**config.mk**
```make
export PLATFORM = sky130hd
export DESIGN_NAME = two_wire_recovery
export DESIGN_NICKNAME = d
export VERILOG_FILES = /design/src/hdl/two_wire_pkg.sv /design/src/hdl/bus_mon_if.sv /design/src/hdl/bus_monitor.sv /design/src/hdl/two_wire_recovery.sv
export SDC_FILE = /design/constraint.sdc
export NUM_CORES = 1
export LEC_CHECK = 0
export BUFFER_PORTS_ARGS = -buffer_cell sky130_fd_sc_hd__buf_4
export CAP_MARGIN = 0
export CORE_MARGIN = 8
export CORE_UTILIZATION = 53
export DETAILED_ROUTE_END_ITERATION = 7
export GPL_TIMING_DRIVEN = 1
export PLACE_DENSITY = 0.77
export SLEW_MARGIN = 20
export SYNTH_ARGS = -nofsm -noshare
export SYNTH_HDL_FRONTEND = slang
export SYNTH_SLANG_ARGS = --single-unit
```
**constraint.sdc**
```tcl
create_clock -name core_clk_in -period 2.61 [get_ports core_clk_in]
set_input_delay 0.261 -clock core_clk_in [delete_from_list [all_inputs] [get_ports core_clk_in]]
set_output_delay 0.261 -clock core_clk_in [all_outputs]
set_load 0.01 [all_outputs]
```
**src/hdl/two_wire_pkg.sv**
```systemverilog
// Shared constants for the two-wire recovery controller
package two_wire_pkg;
  // Register byte offsets
  localparam logic [7:0] CTRL_OFS = 8'h00;
  localparam logic [7:0] STAT_OFS = 8'h04;
  localparam logic [7:0] DATA_OFS = 8'h08;
  // Control register field positions
  localparam int unsigned STA_BIT = 0;
  localparam int unsigned STO_BIT = 1;
  localparam int unsigned SI_BIT = 2;
  localparam int unsigned AA_BIT = 3;
  localparam int unsigned EN_BIT = 4;
  // Reset values
  localparam logic [4:0] CTRL_RST = 5'h00;
  localparam logic [7:0] DATA_RST = 8'h00;
  // Status codes
  localparam logic [7:0] CODE_START = 8'h08;
  localparam logic [7:0] CODE_ARB_38 = 8'h38;
  localparam logic [7:0] CODE_ARB_68 = 8'h68;
  localparam logic [7:0] CODE_ARB_78 = 8'h78;
  localparam logic [7:0] CODE_ARB_B0 = 8'hB0;
  localparam logic [7:0] CODE_BUS_ERR = 8'h00;
  localparam logic [7:0] CODE_NONE = 8'hF8;
  // Timing
  localparam int unsigned CLK_PERIOD_NS = 8;
  localparam int unsigned SCL_HALF_NS = 1250;
  localparam int unsigned SCL_HALF_CYC = (SCL_HALF_NS + CLK_PERIOD_NS - 1) / CLK_PERIOD_NS;
  localparam logic [1:0] PULSES_PER_TRY = 2'h2;
  localparam logic [3:0] FRAME_BITS = 4'h9;
endpackage

```
**src/hdl/bus_mon_if.sv**
```systemverilog
// Bus condition signals passed from the line monitor to the controller, and the forced release passed back
interface bus_mon_if;
  logic scl;
  logic sda;
  logic start_det;
  logic stop_det;
  logic busy;
  logic mid_frame;
  logic force_free;
  modport mon (output scl, sda, start_det, stop_det, busy, mid_frame, input force_free);
  modport ctl (input scl, sda, start_det, stop_det, busy, mid_frame, output force_free);
endinterface

```
**src/hdl/bus_monitor.sv**
```systemverilog
// Line synchroniser, START/STOP detector, busy and frame position tracker
module bus_monitor
  import two_wire_pkg::*;
(
  input wire logic core_clk_in,
  input wire logic rst_in,
  input wire logic scl_pin_in,
  input wire logic sda_pin_in,
  bus_mon_if.mon mon
);
  logic [1:0] scl_sync_r;
  logic [1:0] sda_sync_r;
  logic scl_d_r;
  logic sda_d_r;
  logic busy_r;
  logic [3:0] bit_cnt_r;

  // Condition decode on synchronised levels
  wire scl_s = scl_sync_r[1];
  wire sda_s = sda_sync_r[1];
  wire start_w = scl_s & scl_d_r & sda_d_r & ~sda_s;
  wire stop_w = scl_s & scl_d_r & ~sda_d_r & sda_s;
  wire scl_rise = scl_s & ~scl_d_r;
  wire scl_fall = ~scl_s & scl_d_r;

  // Two-stage synchronisers, then one delay stage for edges
  always_ff @(posedge core_clk_in)
  begin
    if (rst_in)
    begin
      scl_sync_r <= 2'h3;
      sda_sync_r <= 2'h3;
      scl_d_r <= 1'b1;
      sda_d_r <= 1'b1;
    end
    else
    begin
      scl_sync_r <= {scl_sync_r[0], scl_pin_in};
      sda_sync_r <= {sda_sync_r[0], sda_pin_in};
      scl_d_r <= scl_s;
      sda_d_r <= sda_s;
    end
  end

  // Busy from START until STOP or forced release
  always_ff @(posedge core_clk_in)
  begin
    if (rst_in)
      busy_r <= 1'b0;
    else
      busy_r <= start_w | (busy_r & ~stop_w & ~mon.force_free);
  end

  // Bit position in frame; nonzero means inside a byte or its acknowledge
  always_ff @(posedge core_clk_in)
  begin
    if (rst_in || start_w || stop_w)
      bit_cnt_r <= 4'h0;
    else if (scl_rise && bit_cnt_r != FRAME_BITS)
      bit_cnt_r <= bit_cnt_r + 4'h1;
    else if (scl_fall && bit_cnt_r == FRAME_BITS)
      bit_cnt_r <= 4'h0;
  end

  // Outputs to the controller
  assign mon.scl = scl_s;
  assign mon.sda = sda_s;
  assign mon.start_det = start_w;
  assign mon.stop_det = stop_w;
  assign mon.busy = busy_r;
  assign mon.mid_frame = bit_cnt_r != 4'h0;
endmodule

```
**src/hdl/two_wire_recovery.sv**
```systemverilog
// Recovery, arbitration retry and bus-error handling of the two-wire controller
// Functional notes
// - Arbitration loss loads 38H, 68H, 78H or B0H
// - Start request after loss retries, entering 08H
// - Spurious START keeps bus busy until STOP
// - Stop with start set: no STOP, bus freed
// - Forced access clears stop request in hardware
// - No recovery while clock line held low
// - Data line low: drive extra clock pulses
// - Retry START after every two pulses
// - Data released: normal START, status 08H
// - Same recovery for forced or repeated START
// - START or STOP mid-frame is bus error
// - Bus errors matter only when taking part
// - Bus error: slave mode, release, flag, 00H
// - Stop write after 00H: release, clear stop
// - Status reads F8H while interrupt flag clear
module two_wire_recovery
  import two_wire_pkg::*;
#(
  parameter int unsigned HALF_CYC = SCL_HALF_CYC
)(
  input wire logic core_clk_in,
  input wire logic rst_in,
  input wire logic psel_in,
  input wire logic penable_in,
  input wire logic pwrite_in,
  input wire logic [7:0] paddr_in,
  input wire logic [31:0] pwdata_in,
  output logic [31:0] prdata_out,
  output logic pready_out,
  output logic pslverr_out,
  input wire logic scl_in,
  output logic scl_out,
  output logic scl_oe_out,
  input wire logic sda_in,
  output logic sda_out,
  output logic sda_oe_out,
  input wire logic arb_lost_in,
  input wire logic [1:0] arb_code_in,
  input wire logic addressed_slave_in,
  output logic master_out
);
  typedef enum logic [2:0] {S_IDLE, S_WAIT, S_PLOW, S_PHIGH, S_SHOLD, S_MAST, S_ARB} state_t;

  if (HALF_CYC < 2 || HALF_CYC > 65535)
  begin : g_chk
    $error("HALF_CYC out of range");
  end

  // Arbitration-loss status lookup
  function automatic logic [7:0] arb_code(input logic [1:0] sel);
    logic [7:0] c;
    c = CODE_ARB_38;
    unique case (sel)
      2'h0: c = CODE_ARB_38;
      2'h1: c = CODE_ARB_68;
      2'h2: c = CODE_ARB_78;
      2'h3: c = CODE_ARB_B0;
    endcase
    return c;
  endfunction

  bus_mon_if mon ();
  bus_monitor u_mon (
    .core_clk_in(core_clk_in),
    .rst_in(rst_in),
    .scl_pin_in(scl_in),
    .sda_pin_in(sda_in),
    .mon(mon.mon)
  );

  state_t state_r;
  state_t state_nxt;
  logic [15:0] tmr_r;
  logic [1:0] pulse_r;
  logic [1:0] pulse_nxt;
  logic sta_r;
  logic sto_r;
  logic si_r;
  logic aa_r;
  logic en_r;
  logic rep_r;
  logic rep_nxt;
  logic [7:0] code_r;
  logic [7:0] code_nxt;
  logic [7:0] data_r;
  logic set_si;
  logic clr_sto;
  logic force_free;
  logic scl_oe_r;
  logic sda_oe_r;
  logic [31:0] prdata_r;
  logic pready_r;
  logic pslverr_r;
  logic master_r;

  // APB decode
  wire setup = psel_in & ~penable_in;
  wire wr_acc = psel_in & penable_in & pready_r & pwrite_in;
  wire hit_ctrl = paddr_in == CTRL_OFS;
  wire hit_stat = paddr_in == STAT_OFS;
  wire hit_data = paddr_in == DATA_OFS;
  wire mapped = hit_ctrl | hit_stat | hit_data;
  wire ctrl_wr = wr_acc & hit_ctrl;
  wire data_wr = wr_acc & hit_data;
  wire [7:0] stat_view = si_r ? code_r : CODE_NONE;
  wire [31:0] ctrl_view = {27'h000_0000, en_r, aa_r, si_r, sto_r, sta_r};
  wire [31:0] rd_mux = hit_ctrl ? ctrl_view :
                       hit_stat ? {24'h00_0000, stat_view} :
                       {24'h00_0000, data_r};

  // Bus condition decode
  wire tmr_done = tmr_r == 16'h0000;
  wire involved = (state_r == S_MAST) | addressed_slave_in;
  wire bus_err = involved & (mon.start_det | mon.stop_det) & mon.mid_frame;
  wire free_now = ~mon.busy | rep_r;

  // Next state and flag effects
  always_comb
  begin
    state_nxt = state_r;
    code_nxt = code_r;
    set_si = 1'b0;
    clr_sto = 1'b0;
    force_free = 1'b0;
    rep_nxt = rep_r;
    pulse_nxt = pulse_r;
    unique case (state_r)
      S_IDLE:
        if (en_r && sta_r && !si_r)
          state_nxt = S_WAIT;
        else if (sto_r && !sta_r && !si_r)
        begin
          clr_sto = 1'b1;
          force_free = 1'b1;
        end
      S_WAIT:
        if (!en_r || !sta_r)
        begin
          state_nxt = S_IDLE;
          rep_nxt = 1'b0;
        end
        else if (sto_r)
        begin
          clr_sto = 1'b1;
          force_free = 1'b1;
          rep_nxt = 1'b1;
        end
        else if (free_now && mon.scl && tmr_done)
          state_nxt = mon.sda ? S_SHOLD : S_PLOW;
      S_PLOW:
        if (tmr_done)
          state_nxt = S_PHIGH;
      S_PHIGH:
        if (tmr_done && mon.scl)
        begin
          if (pulse_r == PULSES_PER_TRY - 2'h1)
          begin
            pulse_nxt = 2'h0;
            state_nxt = S_WAIT;
          end
          else
          begin
            pulse_nxt = pulse_r + 2'h1;
            state_nxt = S_PLOW;
          end
        end
      S_SHOLD:
        if (tmr_done)
        begin
          state_nxt = S_MAST;
          code_nxt = CODE_START;
          set_si = 1'b1;
          rep_nxt = 1'b0;
        end
      S_MAST:
        if (arb_lost_in)
        begin
          state_nxt = S_ARB;
          code_nxt = arb_code(arb_code_in);
          set_si = 1'b1;
        end
        else if (!si_r && sta_r)
        begin
          state_nxt = S_WAIT;
          rep_nxt = 1'b1;
        end
        else if (!si_r && sto_r)
        begin
          state_nxt = S_IDLE;
          clr_sto = 1'b1;
        end
      S_ARB:
        if (!si_r && sta_r)
          state_nxt = S_WAIT;
        else if (!si_r)
          state_nxt = S_IDLE;
      default:
      begin
        state_nxt = S_IDLE;
        code_nxt = CODE_BUS_ERR;
        set_si = 1'b1;
      end
    endcase
    if (bus_err)
    begin
      state_nxt = S_IDLE;
      code_nxt = CODE_BUS_ERR;
      set_si = 1'b1;
      rep_nxt = 1'b0;
      pulse_nxt = 2'h0;
    end
  end

  assign mon.force_free = force_free;

  // Line drive decode on next state
  wire scl_oe_nxt = (state_nxt == S_MAST) | (state_nxt == S_PLOW);
  wire sda_oe_nxt = (state_nxt == S_SHOLD) | (state_nxt == S_MAST);

  // Sequencer state, half-period timer and line drives
  always_ff @(posedge core_clk_in)
  begin
    if (rst_in)
    begin
      state_r <= S_IDLE;
      tmr_r <= 16'h0000;
      pulse_r <= 2'h0;
      rep_r <= 1'b0;
      code_r <= CODE_NONE;
      scl_oe_r <= 1'b0;
      sda_oe_r <= 1'b0;
      master_r <= 1'b0;
    end
    else
    begin
      state_r <= state_nxt;
      tmr_r <= (state_nxt != state_r) ? 16'(HALF_CYC - 1) : tmr_done ? tmr_r : tmr_r - 16'h0001;
      pulse_r <= pulse_nxt;
      rep_r <= rep_nxt;
      code_r <= code_nxt;
      scl_oe_r <= scl_oe_nxt;
      sda_oe_r <= sda_oe_nxt;
      master_r <= state_nxt == S_MAST;
    end
  end

  // Control flags; hardware set of the flag wins over software clear
  always_ff @(posedge core_clk_in)
  begin
    if (rst_in)
    begin
      {en_r, aa_r, si_r, sto_r, sta_r} <= CTRL_RST;
      data_r <= DATA_RST;
    end
    else
    begin
      si_r <= set_si | (si_r & ~(ctrl_wr & ~pwdata_in[SI_BIT]));
      sto_r <= ctrl_wr ? pwdata_in[STO_BIT] : (sto_r & ~clr_sto);
      sta_r <= ctrl_wr ? pwdata_in[STA_BIT] : sta_r;
      aa_r <= ctrl_wr ? pwdata_in[AA_BIT] : aa_r;
      en_r <= ctrl_wr ? pwdata_in[EN_BIT] : en_r;
      data_r <= data_wr ? pwdata_in[7:0] : data_r;
    end
  end

  // APB answer: one access cycle, read data captured in setup
  always_ff @(posedge core_clk_in)
  begin
    if (rst_in)
    begin
      pready_r <= 1'b0;
      pslverr_r <= 1'b0;
      prdata_r <= 32'h0000_0000;
    end
    else
    begin
      pready_r <= setup;
      pslverr_r <= setup & ~mapped;
      prdata_r <= (setup && mapped && !pwrite_in) ? rd_mux : 32'h0000_0000;
    end
  end

  assign prdata_out = prdata_r;
  assign pready_out = pready_r;
  assign pslverr_out = pslverr_r;
  assign scl_out = 1'b0;
  assign sda_out = 1'b0;
  assign scl_oe_out = scl_oe_r;
  assign sda_oe_out = sda_oe_r;
  assign master_out = master_r;
endmodule

```
Word-level counts from Yosys, hierarchy flattened
Cells that the tools add are included.
W data, S select, Z words.
{ "classes": {"n_bitwise": 44, "n_addsub": 3, "muxes": 49, "shift": 0, "n_lt_le_gt_ge": 0, "n_eq_ne": 27, "n_reduce_logical": 36, "div": 0, "multipliers": 0} }
{ "op_table": {"columns": ["cell", "count"], "rows": [
  ["$mux W8", 7],
  ["$mux W3", 14],
  ["$pmux W8 S4", 1],
  ["$pmux W8 S3", 1],
  ["$and A1 B1 Y1", 21],
  ["$pmux W3 S7", 1],
  ["$logic_not A16 Y1", 1],
  ["$mux W1", 16],
  ["$sub A16 B1 Y16 const B", 1],
  ["$eq A3 B3 Y1 const B", 5],
  ["$not A1 Y1", 14],
  ["$logic_and A1 B1 Y1", 13],
  ["$eq A3 B2 Y1 const B", 3],
  ["$ne A3 B3 Y1 const B", 3],
  ["$or A1 B1 Y1", 9],
  ["$pmux W1 S3", 3],
  ["$eq A8 B3 Y1 const B", 1],
  ["$eq A8 B4 Y1 const B", 1],
  ["$logic_not A8 Y1", 1],
  ["$mux W4", 2],
  ["$ne A2 B1 Y1 const B", 3],
  ["$ne A2 B2 Y1 const B", 3],
  ["$reduce_and A3 Y1", 2],
  ["$reduce_or A2 Y1", 3],
  ["22 further kinds", 30]
]} }
{ "totals": {"ramBits": 0, "reg_bits": 67, "output_inout_bits": 39, "rom_bits": 0, "inputBits": 51, "wordCells": 185, "latchBits": 0, "n_memories": 0} }

Logic depth before layout (Yosys ltp)
Gate-level depths: netlist of run 1.
{ "logic_depth": {"depth_word": 11, "ltp_mapped": 10} }

Hierarchy
A second synthesis of run 1 with hierarchy kept.
{ "unflattened": {"hier_cells": 409, "area_unflattened_um2": 3420.8} }
{ "by_module_without_submodules": {"columns": ["mod", "seq_area_each_um2", "cells_per_inst", "instances", "area_per_inst_um2"], "rows": [
  ["two_wire_recovery", 1061.0, 350, 1, 2892.8],
  ["bus_monitor", 220.2, 59, 1, 528.0]
]} }

Least setup slack after synthesis of run 1
No wires, ideal clock.
{ "synth_timing": {"kind": "flip-flop to flip-flop", "from": "reg tmr_r[0]", "to": "reg tmr_r[11]", "path_buffers": 1, "path_stages_with_launch": 11, "t_required_ns": 2.495, "arrival_ns": 2.236, "path_slack_ns": 0.259, "cell_sequence": "dfxtp_1 > inv_1 > ha_1 > nor4b_2 > nand4_2 > nor3_1 > o21bai_4 > o21a_2 > o311ai_4 > buf_6 > nor2_2"} }
{ "synth_via": {"elab_chain_cells": 9, "word_cells_on_any_way": 14, "cone_classes": "1 x add/sub; 1 x eq/ne; 8 x mux; 4 x reduce/logical"} }
{ "synth_lines": {"columns": ["element", "line_no", "text"], "rows": [
  ["start, declared", "two_wire_recovery.sv:75", "logic [15:0] tmr_r;"],
  ["start signal, assigned", "two_wire_recovery.sv:239", "tmr_r <= (state_nxt != state_r) ? 16'(HALF_CYC - 1) : tmr_done ? tmr_r : tmr_r - 16'h0001;"],
  ["$logic_not A16 Y1", "two_wire_recovery.sv:114", "wire tmr_done = tmr_r == 16'h0000;"],
  ["$logic_and A1 B1 Y1", "two_wire_recovery.sv:150", "else if (free_now && mon.scl && tmr_done)"],
  ["$mux W3", "two_wire_recovery.sv:150", null],
  ["$mux W3", "two_wire_recovery.sv:144", "else if (sto_r)"],
  ["$mux W3", "two_wire_recovery.sv:139", "if (!en_r || !sta_r)"],
  ["$pmux W3 S7", "two_wire_recovery.sv:129", "unique case (state_r)"],
  ["$mux W3", "two_wire_recovery.sv:206", "if (bus_err)"],
  ["$ne A3 B3 Y1", "two_wire_recovery.sv:239", null],
  ["$reduce_or A2 Y1 (no line)", null, null]
]} }
Several ways; a longest one is shown, not always the timed one.
A chain may end at the register's enable or synchronous reset.

Final worst setup path of run 1
{ "layout_timing": {"from": "reg tmr_r[2]", "to": "reg tmr_r[14]"} }
The elaborated chain is that of the path after synthesis.

==> results of run 1 <==
layer usage:
metal	up-vias	GRT usage [%]	wire length, um
met4	0	6.658	132
li1	1404	-	-
met5	-	0	0
met1	1320	20.19	3224
met2	84	28.17	3657
met3	14	4.368	437
repair_timing:
item	4_1_cts	5_1_grt
hold buffers	0	0
buffers inserted	0	3
gates resized for setup	0	6
endpoints found under the setup margin	0	16
power by group through the flow:
stage               Clock, mW  Combinational, mW  Sequential [mW]
CTS                     0.992              0.846             1.19
global route             1.04              0.981             1.21
floorplan                   0              0.692             1.19
detailed placement          0              0.839             1.21
finish                  0.970              0.879             1.20
global placement            0              0.814             1.20
cell usage in the layout (no fill, tap or decap), types with 2 or more instances in the layout:
| master | n |
|---|---|
| or3_1 | 5 |
| nor2_1 | 45 |
| nor4_4 | 2 |
| a221o_1 | 3 |
| clkbuf_8 | 11 |
| nor4b_4 | 2 |
| nor3_2 | 2 |
| a31oi_1 | 5 |
| conb_1 | 26 |
| mux2i_1 | 9 |
| nor4_1 | 3 |
| dfxtp_1 | 64 |
| nand3_1 | 14 |
| nand2b_1 | 3 |
| nand2_1 | 29 |
| or2_2 | 7 |
| inv_1 | 16 |
| o31ai_1 | 4 |
| nor2_2 | 10 |
| xnor2_1 | 12 |
| xor2_1 | 8 |
| or4_1 | 2 |
| a32oi_1 | 2 |
| a21oi_1 | 24 |
| o22ai_1 | 2 |
| ha_1 | 8 |
| nand4_1 | 5 |
| nor3_1 | 10 |
| nand3b_1 | 3 |
| o211ai_1 | 7 |
| bufinv_16 | 2 |
| nor2b_1 | 4 |
| buf_6 | 2 |
| o21ai_0 | 6 |
| a211oi_1 | 2 |
| buf_4 | 53 |
sequential cells by signal, indices dropped and copies added (netlist names), 2 cells and up:
name,cells
u_mon.sda_sync_r,2
state_r,3
pulse_r,2
prdata_out,8
code_r,5
u_mon.bit_cnt_r,4
u_mon.scl_sync_r,2
tmr_r,16
data_r,8
logic make-up after synthesis:
| kind of cell | synth area share (%) |
|---|---|
| buf+inv | 9.815 |
| xor+xnor | 5.185 |
| other cells | 0.1110 |
| compound gates | 15.19 |
| flops | 37.93 |
| fa+ha+maj | 2.963 |
| simple gates | 26.15 |
| mux | 2.667 |
final cells by class:
cell class | count | area [um2] | share of cell area, %
Clock buffer | 12 | 155.1 | 3.904
Inverter | 17 | 63.81 | 1.606
Multi-Input combinational cell | 292 | 1881 | 47.32
Clock inverter | 4 | 76.32 | 1.921
Timing Repair Buffer | 55 | 420.4 | 10.58
Sequential cell | 64 | 1281 | 32.24
Tap cell | 77 | 96.34 | 2.424
path summary, 6_finish.rpt:
| kind | endpoint | slack [ns] | cells after the start |
|---|---|---|---|
| min | u_mon.sda_sync_r[0] | 0.11 | 2 |
| min reg2reg | u_mon.sda_sync_r[1] | 0.41 | 1 |
| max | tmr_r[14] | 0.14 | 8 |
| max reg2reg | tmr_r[14] | 0.14 | 8 |
==> results.cfg, run 1 <==
[outcome]
outcome = complete, no violations

[sta]
worstMarginPinSlew_ns = 0.5060
hold_slack_ns = 0.1086
max_slew_margin_pct = 66.22
rsz0062_at_grt = no
worst_slack_ns = 0.1409
hold_viol_final = 0
finalMaxSlewViolations = 0
finalCritPeriodShare_pct = 94.60
period_needed_ns = 2.469
finClkSkew_ns = 0.008037
fin_tns_setup_ns = 0
max_freq_mhz = 405.0
setup_viol = 0

[layout]
antennaDiodeCount = 0
utilization_pct = 63.67
n_fill_cell = 534
final_area_um2 = 3974
fin_cells = 521
syn_to_final_growth_pct = 17.63
nets = 498
drive_gt1_share_pct = 24.32

[clocking]
clk_latency_ns = 0.34
cts_buffer_depth = 2
cts-buffers-inserted = 9
cts.clk_slew.worst_paths_ns = 0.07
root_buffer = clkbuf_8
cts_tree = built
htreeDepth = 3
clock_sinks = 64

[setup_path]
critPathCaptureType = flip-flop
crit_buf_inv = 1
crit_required_ns = 2.84
startpoint_type = flip-flop
slowest_stage = nor4_4
crit_fanout = 6
cp_top_family = simple AND/OR/NAND/NOR gates
setup.worst_path.class = reg -> reg
r2r-start = tmr_r[2]
cp.arrival_ns = 2.70
cp_cell_sequence = nor4_4 > nand3_2 > or2_4 > o31ai_4 > a21boi_2 > o311ai_4 > buf_6 > nor2_1
cpPeakStageDelay_ns = 0.47
crit_start = tmr_r[2]

[grt]
grt_pass1_vias = 2760
track_usage_pct = 16.85
antenna_found_initial = 0
grt_pass1_wl_mm = 12.49
grt_max_degree = 33
grt-ovfl-total = 0

[placed_design]
hpwl_mm = 5.632
io_buffers = 39
place_ws_ns = 0.06798
dpl.cell_count = 502
place_congestion = 0.9323
placed_area_um2 = 3691

[power_and_ir_drop]
power_frac_clock_pct = 31.9
p_leak_nw = 1.566
p_int_mw = 2.082
peakVddDrop_mv = 0.5741
p_sw_share_pct = 31.61
p_total_mw = 3.044
p_per_area_nw_per_um2 = 766.0
p_switching_mw = 0.9622
power_frac_comb_pct = 28.9
pwr-share-seq_pct = 39.3

[logic_synthesis]
ys_types = 65
synth_edf_count = 0
ys_top_cells_by_area = dfxtp_1 (38%), buf_4 (5.8%), nor2_1 (5.0%), a21oi_1 (3.6%), nand2_1 (3.2%)
synth_top_flop_cell = dfxtp_1
synth_top_cell_by_area = dfxtp_1
synthDominantCellAreaShare_pct = 37.93
ys_seq_area_share_pct = 37.93
ys.warnings.count = 0
yosysMostFrequentCell = dfxtp_1
synthCells = 388
synth.top_cells.by_count = dfxtp_1 (64), nor2_1 (45), nand2_1 (29)
avgSynthCellArea_um2 = 8.707
synth.ff_latch_count = 64
syn_area_um2 = 3378
async_reset_ff_share_pct = 0

[die]
core_area_um2 = 6241
io_pins = 90
dieArea_um2 = 9184
die_y_um = 95.84
die_w_um = 95.84
initial_core_util_pct = 54.13
rows = 29

[detailed_routing]
antenna_left = 0
vias = 2822
wirelength_mm = 7.452
drt_pre_antenna_iters = 4
avgViaCountPerCell = 5.417
drt_iter0_drc = 173
routedWlPerCell_um = 14.30
drc = 0

[hold_path]
hold_start = sda_in
hold_path_class = in -> reg

[job]
cap_violations = 0
Power figures use the tool's default switching activity.
==> run 2: changes to the inputs <==
- BUFFER_PORTS_ARGS: -buffer_cell sky130_fd_sc_hd__buf_4 -> not set
- CORE_UTILIZATION: 53 -> 63
- DONT_BUFFER_PORTS: not set -> 1
- PLACE_DENSITY: 0.77 -> 0.76
==> results.cfg, run 2 (synthesized netlist as in run 1, its figures left out) <==
[outcome]
outcome = complete, no violations

[layout]
nets = 460
largest_reg_flops = 16
regMostFlops = tmr_r
syn_to_final_growth_pct = 8.444
n_fill_cell = 407
antennaDiodeCount = 0
final_cell_mix = dfxtp_1 (64), nor2_1 (45), nand2_1 (29), conb_1 (26), a21oi_1 (24)
drive_gt1_share_pct = 16.75
fin_cells = 476
final_area_um2 = 3664
multi_input_area_um2 = 1896
seq_area_um2 = 1281
layout_commonest_cell = dfxtp_1

[grt]
grt_max_degree = 20
grtUsageMet3_pct = 5.239
track_usage_pct = 18.91
grtUsageMet2_pct = 29.70
grt-ovfl-total = 0
grt_pass1_vias = 2540
grtUsageMet1_pct = 23.04
antenna_found_initial = 0
grt_pass1_wl_mm = 11.58
grt-busiest-layer = met2

[clocking]
clock_sinks = 64
root_buffer = clkbuf_8
cts_buffer_depth = 2
cts_tree = built
cts-buffers-inserted = 9
cts.clk_slew.worst_paths_ns = 0.07
htreeDepth = 3
clk_latency_ns = 0.34

[power_and_ir_drop]
p_leak_nw = 1.354
power_frac_clock_pct = 29.2
peakVddDrop_mv = 0.4424
p_per_area_nw_per_um2 = 799.8
pwr-share-seq_pct = 40.6
p_int_mw = 1.982
p_switching_mw = 0.9485
power_frac_comb_pct = 30.2
p_sw_share_pct = 32.37

[detailed_routing]
wirelength_mm = 7.235
antenna_left = 0
routedWlPerCell_um = 15.20
vias = 2636
drt_pre_antenna_iters = 4
drc = 0
avgViaCountPerCell = 5.538
drt_iter0_drc = 228

[setup_path]
cp_cell_sequence = inv_1 > ha_1 > nor3b_1 > o31ai_1 > a32oi_1 > o31ai_2 > xnor2_1 > buf_4 > o311ai_4 > buf_4 > a211oi_2
startpoint_type = flip-flop
crit_fanout = 7
crit_top_cell = buf_4
slowest_stage = a32oi_1
setup.worst_path.class = reg -> reg
critPathCaptureType = flip-flop
cpPeakStageDelay_ns = 0.46
cp.arrival_ns = 2.80
crit_required_ns = 2.87

[sta]
finalMaxSlewViolations = 0
setup_viol = 0
hold_slack_ns = 0.01364
worstMarginPinSlew_ns = 0.8790
max_freq_mhz = 393.8
period_needed_ns = 2.539
finalCritPeriodShare_pct = 97.28
max_slew_margin_pct = 41.21
hold_viol_final = 0
rsz0062_at_grt = yes
finClkSkew_ns = 0.01006

[die]
die_w_um = 89.23
io_pins = 90
die_y_um = 89.23
rows = 26
initial_core_util_pct = 65.73
dieArea_um2 = 7961
core_area_um2 = 5140

[placed_design]
dpl.cell_count = 455
io_buffers = 0
hpwl_mm = 5.256
placed_area_um2 = 3382
place_congestion = 0.9280

[hold_path]
hold_path_class = in -> reg

[job]
cap_violations = 0
run 2: path summary, 6_finish.rpt:
| kind | startpoint | endpoint | slack [ns] | cells after the start |
|---|---|---|---|---|
| worst min register to register | u_mon.sda_sync_r[0] | u_mon.sda_sync_r[1] | 0.41 | 1 |
| worst min-delay path | rst_in | state_r[2] | 0.01 | 1 |
| worst max-delay path | u_mon.bit_cnt_r[0] | tmr_r[1] | 0.07 | 11 |
| worst max register to register | u_mon.bit_cnt_r[0] | tmr_r[1] | 0.07 | 11 |
run 2: power groups by stage:
| stage | clock, mW | combinational [mW] | sequential, mW |
|---|---|---|---|
| after global routing | 0.920 | 0.977 | 1.21 |
| after detailed placement | 0 | 0.813 | 1.21 |
| final | 0.854 | 0.885 | 1.19 |
| after CTS | 0.873 | 0.830 | 1.19 |
| after floorplan | 0 | 0.692 | 1.19 |
| after global placement | 0 | 0.784 | 1.20 |
run 2: critical path: cells and delay by family, from the launching register on:
family | cells | cell delay, ns
compound gates | 5 | 1.02
xor+xnor | 1 | 0.21
fa+ha+maj | 1 | 0.14
buf+inv | 3 | 0.43
flops | 1 | 0.37
simple gates | 1 | 0.30
run 2: layer usage:
layer  vias up  wire length [um]  part of all wire (%)
met4         0               122                   1.7
met1      1216              3193                    44
met3        10               539                   7.4
met2        82              3379                    47
met5         -                 0                     0
li1       1328                 -                     -
run 2: area by class of cell:
cell class | instances | area share, %
clock buffers | 13 | 4.337
inverters | 17 | 1.742
clock inverters | 3 | 1.093
flip-flops and latches | 64 | 34.97
multi-input cells | 292 | 51.74
well taps | 70 | 2.391
repair buffers | 17 | 3.723
run 2: what timing repair did:
action / in CTS / in global routing
gates resized for setup: 0 / 6
buffers inserted: 0 / 3
endpoints found under the hold margin: 19 / 0
setup endpoints to repair: 0 / 19
hold buffers: 2 / 0
run 2: per-stage QoR:
| stage | setup TNS (ns) | total power, mW | worst slack (ns) | utilization [%] |
|---|---|---|---|---|
| final | 0 | 2.930 | 0.07096 | 71.28 |
| after global routing | -0.06299 | 3.105 | -0.06099 | 71.28 |
| after CTS | 0 | 2.888 | 0.003525 | 70.06 |
| after detailed placement | 0 | 2.021 | 0.01781 | 65.80 |
| after global placement | 0 | 1.988 | 0.1315 | 65.80 |
| after floorplan | 0 | 1.879 | 0.2585 | - |
